**config.mk**
```make
export PLATFORM = sky130hd
export DESIGN_NAME = tag_pin_mode_and_rollcode
export DESIGN_NICKNAME = d
export VERILOG_FILES = /design/src/core/tag_pkg.sv /design/src/core/detect_pin_port.sv /design/src/core/rollcode_cipher.sv /design/src/core/tag_pin_mode_and_rollcode.sv
export SDC_FILE = /design/constraint.sdc
export NUM_CORES = 2
export LEC_CHECK = 0
export CORE_ASPECT_RATIO = 2
export CORE_MARGIN = 2
export CORE_UTILIZATION = 64
export DETAILED_ROUTE_END_ITERATION = 8
export DONT_BUFFER_PORTS = 1
export PLACE_DENSITY = 0.79
export REMOVE_ABC_BUFFERS = 1
export SLEW_MARGIN = 40
export SYNTH_ARGS = -nofsm -noshare
export SYNTH_HDL_FRONTEND = slang
export SYNTH_HIERARCHICAL = 1
export SYNTH_SLANG_ARGS = --single-unit
export TNS_END_PERCENT = 50
```
**constraint.sdc**
```tcl
create_clock -name i_clk -period 2.63 [get_ports i_clk]
set_clock_uncertainty 0.1 [all_clocks]
set_input_delay 0.526 -clock i_clk [delete_from_list [all_inputs] [get_ports i_clk]]
set_output_delay 0.526 -clock i_clk [all_outputs]
set_load 0.05 [all_outputs]
```
**src/core/tag_pkg.sv**
```systemverilog
// Package: page map, config fields, resets and counts of the tag core
package tag_pkg;

    // ==========================================================
    // Page indices (one 32-bit page each)
    localparam logic [5:0] PAGE_UID_HEAD      = 6'h00;
    localparam logic [5:0] PAGE_UID_TAIL      = 6'h01;
    localparam logic [5:0] PAGE_UID_CHECK     = 6'h02;
    localparam logic [5:0] PAGE_CAPABILITY    = 6'h03;
    localparam logic [5:0] PAGE_USER_FIRST    = 6'h04;
    localparam logic [5:0] PAGE_USER_A_LAST   = 6'h0F;
    localparam logic [5:0] PAGE_USER_B_FIRST  = 6'h10;
    localparam logic [5:0] PAGE_USER_LAST     = 6'h27;
    localparam logic [5:0] PAGE_EXTRA_LOCK    = 6'h28;
    localparam logic [5:0] PAGE_CONFIG_A      = 6'h29;
    localparam logic [5:0] PAGE_CONFIG_B      = 6'h2A;
    localparam logic [5:0] PAGE_ACCESS_SECRET = 6'h2B;
    localparam logic [5:0] PAGE_ACCESS_ACK    = 6'h2C;
    localparam logic [5:0] PAGE_KEY_HIGH      = 6'h2D;
    localparam logic [5:0] PAGE_KEY_MID       = 6'h2E;
    localparam logic [5:0] PAGE_KEY_LOW       = 6'h2F;
    localparam logic [5:0] PAGE_INIT_VECTOR   = 6'h30;
    localparam logic [5:0] PAGE_TIME_STAMP    = 6'h31;
    localparam logic [5:0] PAGE_PSEUDO_RANDOM = 6'h32;
    localparam logic [5:0] PAGE_CORE_STATUS   = 6'h33;
    localparam int         NVM_PAGES          = 49;

    // ==========================================================
    // Byte lanes: byte 0 sits in bits 31:24
    localparam int TAMPER_LOW_LSB   = 16;  // config A byte 1
    localparam int DETECT_CFG_LSB   = 8;   // config B byte 2
    localparam int DYN_CFG_LSB      = 0;   // config B byte 3

    // ==========================================================
    // Field positions inside the config bytes
    localparam int PIN_FUNC_LSB     = 0;   // detect_pin_config [1:0]
    localparam int PIN_PUSHPULL_BIT = 2;   // 1: 1.8V output, 0: open drain
    localparam int ROLL_EN_BIT      = 0;   // dynamic_data_config
    localparam int MIX_EN_BIT       = 1;

    typedef enum logic [1:0] {
        PIN_OFF,
        PIN_FIELD_DETECT,
        PIN_TAMPER_DETECT,
        PIN_SLEEP_STRAP
    } pin_mode_e;

    // ==========================================================
    // Values and counts
    localparam logic [7:0]  TAMPER_OPEN   = 8'h01;
    localparam logic [7:0]  TAMPER_CLOSED = 8'h00;
    localparam logic [31:0] UID_HEAD_VAL  = 32'hA1B2_C3D4; // Arbitrary
    localparam logic [31:0] UID_TAIL_VAL  = 32'h789A_BCDE; // Arbitrary
    localparam logic [31:0] PAGE_RESET    = 32'h0000_0000;
    localparam int          WARMUP_CYCLES = 64;
    localparam int          WORD_BITS     = 32;
    localparam logic [6:0]  GEN_CYCLES    = 7'(WARMUP_CYCLES + WORD_BITS);

endpackage

```
**src/core/detect_pin_port.sv**
```systemverilog
// Detect pin driver and input sampler
`timescale 1ns/10ps
`default_nettype none
module detect_pin_port
    import tag_pkg::*;
(
    // Clock and reset
    input  wire logic       i_clk,
    input  wire logic       i_reset_n,
    // Configuration and field
    input  wire pin_mode_e  i_mode,
    input  wire logic       i_push_pull,
    input  wire logic       i_rf_field,
    // Pin
    input  wire logic       i_pin_in,
    output logic            o_pin_out,
    output logic            o_pin_oe_n,
    output logic            o_pin_level
);

    // ==========================================================
    // Output stage
    always_ff @(posedge i_clk or negedge i_reset_n) begin
        if (!i_reset_n) begin
            o_pin_out  <= 1'b0;
            o_pin_oe_n <= 1'b1;
        end else if (i_mode == PIN_FIELD_DETECT) begin
            if (i_push_pull) begin
                o_pin_out  <= i_rf_field;
                o_pin_oe_n <= 1'b0;
            end else begin
                // Pull low while a field is present
                o_pin_out  <= 1'b0;
                o_pin_oe_n <= !i_rf_field;
            end
        end else begin
            o_pin_out  <= 1'b0;
            o_pin_oe_n <= 1'b1;
        end
    end

    // ==========================================================
    // Input sample
    always_ff @(posedge i_clk or negedge i_reset_n) begin
        if (!i_reset_n) begin
            o_pin_level <= 1'b1;
        end else begin
            o_pin_level <= i_pin_in;
        end
    end

endmodule // detect_pin_port
`default_nettype wire

```
**src/core/rollcode_cipher.sv**
```systemverilog
// Keyed shift-register stream generator for one pseudo-random word
`timescale 1ns/10ps
`default_nettype none
module rollcode_cipher
    import tag_pkg::*;
(
    // Clock and reset
    input  wire logic        i_clk,
    input  wire logic        i_reset_n,
    // Request
    input  wire logic        i_start,
    input  wire logic [79:0] i_key,
    input  wire logic [31:0] i_stamp,
    input  wire logic [7:0]  i_tamper,
    input  wire logic        i_mix,
    // Answer
    output logic             o_busy,
    output logic             o_done,
    output logic [31:0]      o_word
);

    logic [79:0] state;
    logic [6:0]  count;
    logic [7:0]  salt;
    logic        feedback;

    assign salt     = i_mix ? i_tamper : 8'h00;
    assign feedback = state[79] ^ state[62] ^ state[51] ^ state[13]
                    ^ (state[70] & state[40]);

    always_ff @(posedge i_clk or negedge i_reset_n) begin
        if (!i_reset_n) begin
            state  <= '0;
            count  <= '0;
            o_busy <= 1'b0;
            o_done <= 1'b0;
            o_word <= '0;
        end else begin
            o_done <= 1'b0;
            if (i_start && !o_busy) begin
                state  <= i_key ^ {i_stamp, i_stamp, salt, salt};
                count  <= '0;
                o_busy <= 1'b1;
            end else if (o_busy) begin
                state <= {state[78:0], feedback};
                count <= count + 7'h01;
                if (count >= 7'(WARMUP_CYCLES)) begin
                    o_word <= {o_word[30:0], feedback};
                end
                if (count == GEN_CYCLES - 7'h01) begin
                    o_busy <= 1'b0;
                    o_done <= 1'b1;
                end
            end
        end
    end

endmodule // rollcode_cipher
`default_nettype wire

```
**src/core/tag_pin_mode_and_rollcode.sv**
```systemverilog
// Tag core: page memory, detect pin modes and rolling code control
//
// Function
// - field detect mode drives the pin
// - tamper mode leaves pin undriven, input
// - pin low before field enters sleep
// - field mode: open drain or 1.8V push-pull
// - pin function and type from config page
// - generator uses key and timestamp from memory
// - rolling code is timestamp plus random word
// - generate only when rollcode enable set
// - mix disabled: key and timestamp only
// - mix enabled: tamper status joins calculation
// - push-pull pin level follows RF field presence; open drain pulls low
// - tamper mode records pin level in memory
//
// Implementation choice: strobed register access.
`timescale 1ns/10ps
`default_nettype none
module tag_pin_mode_and_rollcode
    import tag_pkg::*;
(
    // Clock and reset
    input  wire logic        i_clk,
    input  wire logic        i_reset_n,
    // Register port
    input  wire logic [5:0]  i_addr,
    input  wire logic [31:0] i_wdata,
    input  wire logic        i_write,
    input  wire logic        i_read,
    output logic [31:0]      o_rdata,
    // Analog front end
    input  wire logic        i_rf_field,
    // Field detect pin
    input  wire logic        i_field_detect_pin_in,
    output logic             o_field_detect_pin_out,
    output logic             o_field_detect_pin_oe_n,
    // Status
    output logic             o_sleep,
    output logic [63:0]      o_rolling_code_word,
    output logic             o_rollcode_busy
);

    // ==========================================================
    // Storage
    logic [31:0] nvm [0:NVM_PAGES-1];
    logic [31:0] time_stamp_word;
    logic [31:0] pseudo_random_word;

    // ==========================================================
    // Decoded configuration
    logic [7:0]  detect_pin_config;
    logic [7:0]  dynamic_data_config;
    logic [7:0]  tamper_data_low;
    pin_mode_e   pin_mode;
    logic        pin_push_pull;
    logic        rollcode_gen_enable;
    logic        tamper_mix_enable;
    logic [79:0] cipher_key;

    assign detect_pin_config   =
        nvm[PAGE_CONFIG_B][DETECT_CFG_LSB +: 8];
    assign dynamic_data_config =
        nvm[PAGE_CONFIG_B][DYN_CFG_LSB +: 8];
    assign tamper_data_low     =
        nvm[PAGE_CONFIG_A][TAMPER_LOW_LSB +: 8];
    assign pin_mode            =
        pin_mode_e'(detect_pin_config[PIN_FUNC_LSB +: 2]);
    assign pin_push_pull       =
        detect_pin_config[PIN_PUSHPULL_BIT];
    assign rollcode_gen_enable = dynamic_data_config[ROLL_EN_BIT];
    assign tamper_mix_enable   = dynamic_data_config[MIX_EN_BIT];
    assign cipher_key          = {nvm[PAGE_KEY_HIGH],
                                  nvm[PAGE_KEY_MID],
                                  nvm[PAGE_KEY_LOW][31:16]};

    // ==========================================================
    // Pin stage
    logic pin_level;

    detect_pin_port u_pin (
        .i_clk       (i_clk),
        .i_reset_n   (i_reset_n),
        .i_mode      (pin_mode),
        .i_push_pull (pin_push_pull),
        .i_rf_field  (i_rf_field),
        .i_pin_in    (i_field_detect_pin_in),
        .o_pin_out   (o_field_detect_pin_out),
        .o_pin_oe_n  (o_field_detect_pin_oe_n),
        .o_pin_level (pin_level)
    );

    // ==========================================================
    // Field edges
    logic field_q;
    logic field_rise;

    always_ff @(posedge i_clk or negedge i_reset_n) begin
        if (!i_reset_n) begin
            field_q <= 1'b0;
        end else begin
            field_q <= i_rf_field;
        end
    end

    assign field_rise = i_rf_field && !field_q;

    // ==========================================================
    // Sleep strap
    always_ff @(posedge i_clk or negedge i_reset_n) begin
        if (!i_reset_n) begin
            o_sleep <= 1'b0;
        end else if (!i_rf_field) begin
            o_sleep <= 1'b0;
        end else if (field_rise && pin_mode == PIN_SLEEP_STRAP
                     && !pin_level) begin
            o_sleep <= 1'b1;
        end
    end

    // ==========================================================
    // Tamper recording
    logic [7:0] tamper_now;
    logic       tamper_update;

    assign tamper_now    = pin_level ? TAMPER_OPEN : TAMPER_CLOSED;
    assign tamper_update = (pin_mode == PIN_TAMPER_DETECT)
                        && (tamper_now != tamper_data_low);

    // ==========================================================
    // Rolling code control
    typedef enum logic [1:0] {
        GEN_IDLE,
        GEN_START,
        GEN_RUN
    } gen_state_e;

    gen_state_e  gen_state;
    gen_state_e  next_gen_state;
    logic        gen_start;
    logic        gen_busy;
    logic        gen_done;
    logic [31:0] gen_word;
    logic        stamp_bump;

    // New code on each field arrival while enabled and the generator is idle
    assign stamp_bump = (gen_state == GEN_IDLE) && field_rise
                     && rollcode_gen_enable;
    assign gen_start  = (gen_state == GEN_START);

    always_comb begin
        next_gen_state = gen_state;
        case (gen_state)
            GEN_IDLE: begin
                if (stamp_bump) begin
                    next_gen_state = GEN_START;
                end
            end
            GEN_START: begin
                next_gen_state = GEN_RUN;
            end
            GEN_RUN: begin
                if (gen_done) begin
                    next_gen_state = GEN_IDLE;
                end
            end
            default: begin
                next_gen_state = GEN_IDLE;
            end
        endcase
    end

    always_ff @(posedge i_clk or negedge i_reset_n) begin
        if (!i_reset_n) begin
            gen_state <= GEN_IDLE;
        end else begin
            gen_state <= next_gen_state;
        end
    end

    rollcode_cipher u_cipher (
        .i_clk     (i_clk),
        .i_reset_n (i_reset_n),
        .i_start   (gen_start),
        .i_key     (cipher_key),
        .i_stamp   (time_stamp_word),
        .i_tamper  (tamper_data_low),
        .i_mix     (tamper_mix_enable),
        .o_busy    (gen_busy),
        .o_done    (gen_done),
        .o_word    (gen_word)
    );

    assign o_rollcode_busy = (gen_state != GEN_IDLE);

    // ==========================================================
    // Timestamp: hardware increment wins over software write
    always_ff @(posedge i_clk or negedge i_reset_n) begin
        if (!i_reset_n) begin
            time_stamp_word <= PAGE_RESET;
        end else if (stamp_bump) begin
            time_stamp_word <= time_stamp_word + 32'h0000_0001;
        end else if (i_write && i_addr == PAGE_TIME_STAMP) begin
            time_stamp_word <= i_wdata;
        end
    end

    // ==========================================================
    // Random word and rolling code
    always_ff @(posedge i_clk or negedge i_reset_n) begin
        if (!i_reset_n) begin
            pseudo_random_word  <= PAGE_RESET;
            o_rolling_code_word <= '0;
        end else if (gen_done && gen_state == GEN_RUN) begin
            pseudo_random_word  <= gen_word;
            o_rolling_code_word <= {time_stamp_word, gen_word};
        end
    end

    // ==========================================================
    // Page memory
    always_ff @(posedge i_clk or negedge i_reset_n) begin
        if (!i_reset_n) begin
            for (int i = 0; i < NVM_PAGES; i++) begin
                nvm[i] <= PAGE_RESET;
            end
            nvm[PAGE_UID_HEAD] <= UID_HEAD_VAL;
            nvm[PAGE_UID_TAIL] <= UID_TAIL_VAL;
        end else begin
            if (i_write && i_addr >= PAGE_UID_CHECK
                && i_addr <= PAGE_INIT_VECTOR) begin
                nvm[i_addr] <= i_wdata;
            end
            // Recorded tamper state overrides a same-cycle write
            if (tamper_update) begin
                nvm[PAGE_CONFIG_A][TAMPER_LOW_LSB +: 8] <= tamper_now;
            end
        end
    end

    // ==========================================================
    // Read port
    logic [31:0] core_status;

    assign core_status = {24'h00_0000,
                          2'b00,
                          tamper_data_low[0],
                          gen_busy,
                          o_sleep,
                          pin_level,
                          pin_mode};

    always_ff @(posedge i_clk or negedge i_reset_n) begin
        if (!i_reset_n) begin
            o_rdata <= '0;
        end else if (i_read) begin
            case (i_addr)
                PAGE_ACCESS_SECRET,
                PAGE_ACCESS_ACK,
                PAGE_KEY_HIGH,
                PAGE_KEY_MID,
                PAGE_KEY_LOW: begin
                    o_rdata <= '0;
                end
                PAGE_TIME_STAMP: begin
                    o_rdata <= time_stamp_word;
                end
                PAGE_PSEUDO_RANDOM: begin
                    o_rdata <= pseudo_random_word;
                end
                PAGE_CORE_STATUS: begin
                    o_rdata <= core_status;
                end
                default: begin
                    if (i_addr <= PAGE_INIT_VECTOR) begin
                        o_rdata <= nvm[i_addr];
                    end else begin
                        o_rdata <= '0;
                    end
                end
            endcase
        end else begin
            o_rdata <= '0;
        end
    end

endmodule // tag_pin_mode_and_rollcode
`default_nettype wire

```
==> qor.yml <==
min_path_type: "in2async"
internal_power_w: 0.0507
yosysUniqueCellTypes: 83
via_count: 59900
htreeDepth: 4
initial_core_util_pct: 64.3
drtAntennaViolNets: 0
maxCapViolCount: 0
drv_slew: 163
synth_area_leaders: "dfrtp_1 54%, mux2_2 23%, mux2i_1 3.2%, mux4_2 2.2%, a221oi_1 1.8%"
dp_hpwl_um: 183000
clock_path_buffers: 3
maxSlewHeadroom_pct: -44.5
synth_edf_count: 0
final_nets: 6446
pwr-share-seq_pct: 48.9
violations: "hold timing, slew limit, setup timing"
die_x_um: 259
timing.hold.ws_ns: -0.719
clk_latency_ns: 0.83
worstMarginPinSlew_ns: 2.17
crit_type: "in2reg"
crit_family: "simple AND/OR/NAND/NOR gates"
drc: 0
period_share_pct: 141
grt_usage_pct: 43.4
synth-seq-cells: 1824
p_clk_share_pct: 33.5
required_ns: 3.27
viasPerCell: 7.28
pwr-share-comb_pct: 17.6
worstSetupEndpointType: "flip-flop"
wirelength_um: 297000
finalSetupViolCount: 804
path_common_cell: "buf_4"
syn_to_final_growth_pct: 15.2
postLayoutCoreUtil_pct: 74.1
slowest_stage: "nor2_4"
synth_warnings: 6
place_ws_ns: -1.88
power.leakage_nw: 45.1
n_fill_cell: 7822
syn_inst: 6270
cp-start-kind: "primary input"
antenna_found_initial: 17
cts_root_buffer: "clkbuf_16"
period_needed_ns: 3.71
synth_ff_type: "dfrtp_1"
gp_congestion: 0.970
firstDrtPassIters: 8
max_stage_delay_ns: 1.28
cts.clk_slew.worst_paths_ns: 0.07
peakVddDrop_mv: 0.829
die_y_um: 514
wl_per_cell_um: 36.0
cts_num_sinks: 1824
swShare_pct: 28.6
synth_area_per_cell_um2: 13.3
power_per_cell_area_nw_per_um2: 740
cts_made_buffers: 152
path_cells: "nor2_4, buf_12, a221oi_1, o22ai_1, buf_4, a22oi_1, and3_1, a31oi_1, buf_4"
netlist_area_um2: 83200
grt_pass1_vias: 62000
synth_area_leader_cell: "dfrtp_1"
die-area_um2: 133000
arrival_ns: 4.35
async_reset_ff_share_pct: 100
post-cts-setup-buffers: 0
overflow: 0
path_buf_inv: 3
coreArea_um2: 129000
grt_pass1_wl_um: 418000
drive_above_1_share_pct: 42.1
worst-path-max-fanout: 331
setup_tns_ns: -187.45
port_buffers: 0
max_freq_mhz: 269
drt_iter0_markers: 7062
finalHoldViolCount: 113
status: "complete, but fails checks"
synth_seq_area_share_pct: 54.9
pin_count: 144
fin_ws_ns: -1.08
netSwitchingPower_w: 0.0203
grt_max_degree: 348
rows: 187
cts_tree: "done"
yosysTopAreaCellShare_pct: 53.8
==> final cells by class <==
cell class	count	area, µm²	area share (%)
Tap cell	1701	2130	2.22
Antenna cell	8	20.0	0.0209
Inverter	6	28.8	0.0300
Sequential cell	1824	45700	47.7
Timing Repair Buffer	645	8220	8.57
Multi-Input combinational cell	3771	34700	36.1
Clock inverter	41	492	0.513
Clock buffer	240	4640	4.84
==> sequential cells by signal, indices dropped and copies added, names as in the netlist, 2 cells and up <==
register / flops
dynamic_data_config: 8
o_rolling_code_word: 64
nvm: 1471
detect_pin_config: 6
gen_state: 2
u_cipher/o_word: 32
u_cipher/state: 80
u_cipher/count: 7
cipher_key: 80
o_rdata: 32
core_status: 3
time_stamp_word: 32
==> cells in the final DEF (no fill, tap or decap), types with 17 or more instances in the layout <==
cell type / synthesis / final
a21oi_1: 162 / 162
a221o_1: 40 / 40
a221oi_1: 170 / 169
a222oi_1: 18 / 18
a22o_1: 63 / 63
a22oi_1: 124 / 123
a31oi_1: 25 / 25
and3_1: 31 / 29
buf_12: 0 / 160
buf_16: 0 / 43
buf_4: 60 / 386
clkbuf_1: 316 / 45
clkbuf_16: 0 / 172
clkbuf_8: 0 / 36
clkinv_2: 0 / 20
dfrtp_1: 1788 / 1787
dfstp_2: 36 / 36
dlygate4sd3_1: 0 / 34
mux2_1: 25 / 25
mux2_2: 1678 / 1678
mux2i_1: 263 / 263
mux4_2: 83 / 83
nand2_1: 306 / 276
nand2_2: 0 / 30
nor2_1: 170 / 155
nor3_1: 19 / 17
o21ai_0: 193 / 192
o22ai_1: 97 / 96
xor2_1: 65 / 65
==> final timing paths <==
check	slack [ns]	cells past startpoint	from	end
setup reg to reg	0.06	9	gen_state[1]$_DFFE_PN0P_	time_stamp_word[21]$_DFFE_PN0P_
max in group asynchronous	0.41	6	i_reset_n	nvm[1324]$_DFFE_PN0P_
hold reg to reg	0.27	0	nvm[1560]$_DFFE_PN1P_	nvm[1560]$_DFFE_PN1P_
hold / removal	-0.72	0	i_reset_n	nvm[1406]$_DFFE_PN0P_
min in group i_clk	0	3	i_wdata[6]	time_stamp_word[6]$_DFFE_PN0P_
setup / recovery	-1.08	9	i_addr[1]	o_rdata[12]$_DFF_PN0_
==> kinds of logic (layout without fill, tap and decap cells) <==
| kind of cell | after synthesis | in the layout | synth area share (%) |
|---|---|---|---|
| compound gates | 1024 | 1024 | 8.70 |
| xor+xnor | 70 | 70 | 0.753 |
| mux | 2049 | 2049 | 28.5 |
| flops | 1824 | 1824 | 54.9 |
| fa+ha+maj | 2 | 2 | 0.0301 |
| other cells | 0 | 8 | 0 |
| simple gates | 626 | 626 | 3.32 |
| buf+inv | 675 | 932 | 3.83 |
==> through the flow <==
| stage | std cells | power [W] | hold WS [ns] | cell area (µm²) |
|---|---|---|---|---|
| floorplan | 5601 | 0.0407 | 0.130 | 80000 |
| global placement | 7835 | 0.0451 | 0.131 | 88400 |
| detailed placement | 7845 | 0.0459 | 0.131 | 88700 |
| CTS | 8209 | 0.0699 | -0.702 | 95400 |
| global route | 8230 | 0.0729 | -0.746 | 95900 |
| finish | 8236 | 0.0710 | -0.719 | 95900 |
==> synth_stat cells, drive strengths merged (18+ instances only) <==
cell type  count
a21oi        163
a221o         40
a221oi       171
a222oi        18
a22o          64
a22oi        124
a31oi         25
and3          31
buf          353
clkbuf       316
dfrtp       1788
dfstp         36
mux2        1703
mux2i        263
mux4          83
nand2        306
nor2         176
nor3          26
o21ai        194
o22ai         97
xor2          65
==> power groups by stage <==
stage | Sequential (W) | Combinational, W | Clock [W]
final | 0.0347 | 0.0125 | 0.0238
after floorplan | 0.0344 | 0.00630 | 0
after global routing | 0.0349 | 0.0131 | 0.0248
after CTS | 0.0345 | 0.0118 | 0.0237
after global placement | 0.0346 | 0.0105 | 0
after detailed placement | 0.0349 | 0.0110 | 0
==> routing by layer <==
metal | GRT usage (%) | routed length (µm) | vias up
li1 | - | - | 23200
met1 | 47.1 | 92300 | 30700
met2 | 68.4 | 137000 | 4260
met3 | 11.4 | 31600 | 1755
met4 | 41.4 | 35500 | 14
met5 | 0 | 80 | -
==> what timing repair did <==
| action | 4_1_cts | 5_1_grt |
|---|---|---|
| gates resized for setup | 0 | 8 |
| cloned | 8 | 13 |
| endpoints found under the hold margin | 1684 | 112 |
| endpoints found under the setup margin | 421 | 753 |
| pin swaps | 0 | 2 |
| hold buffers | 75 | 1 |
Power figures use the tool's default switching activity.
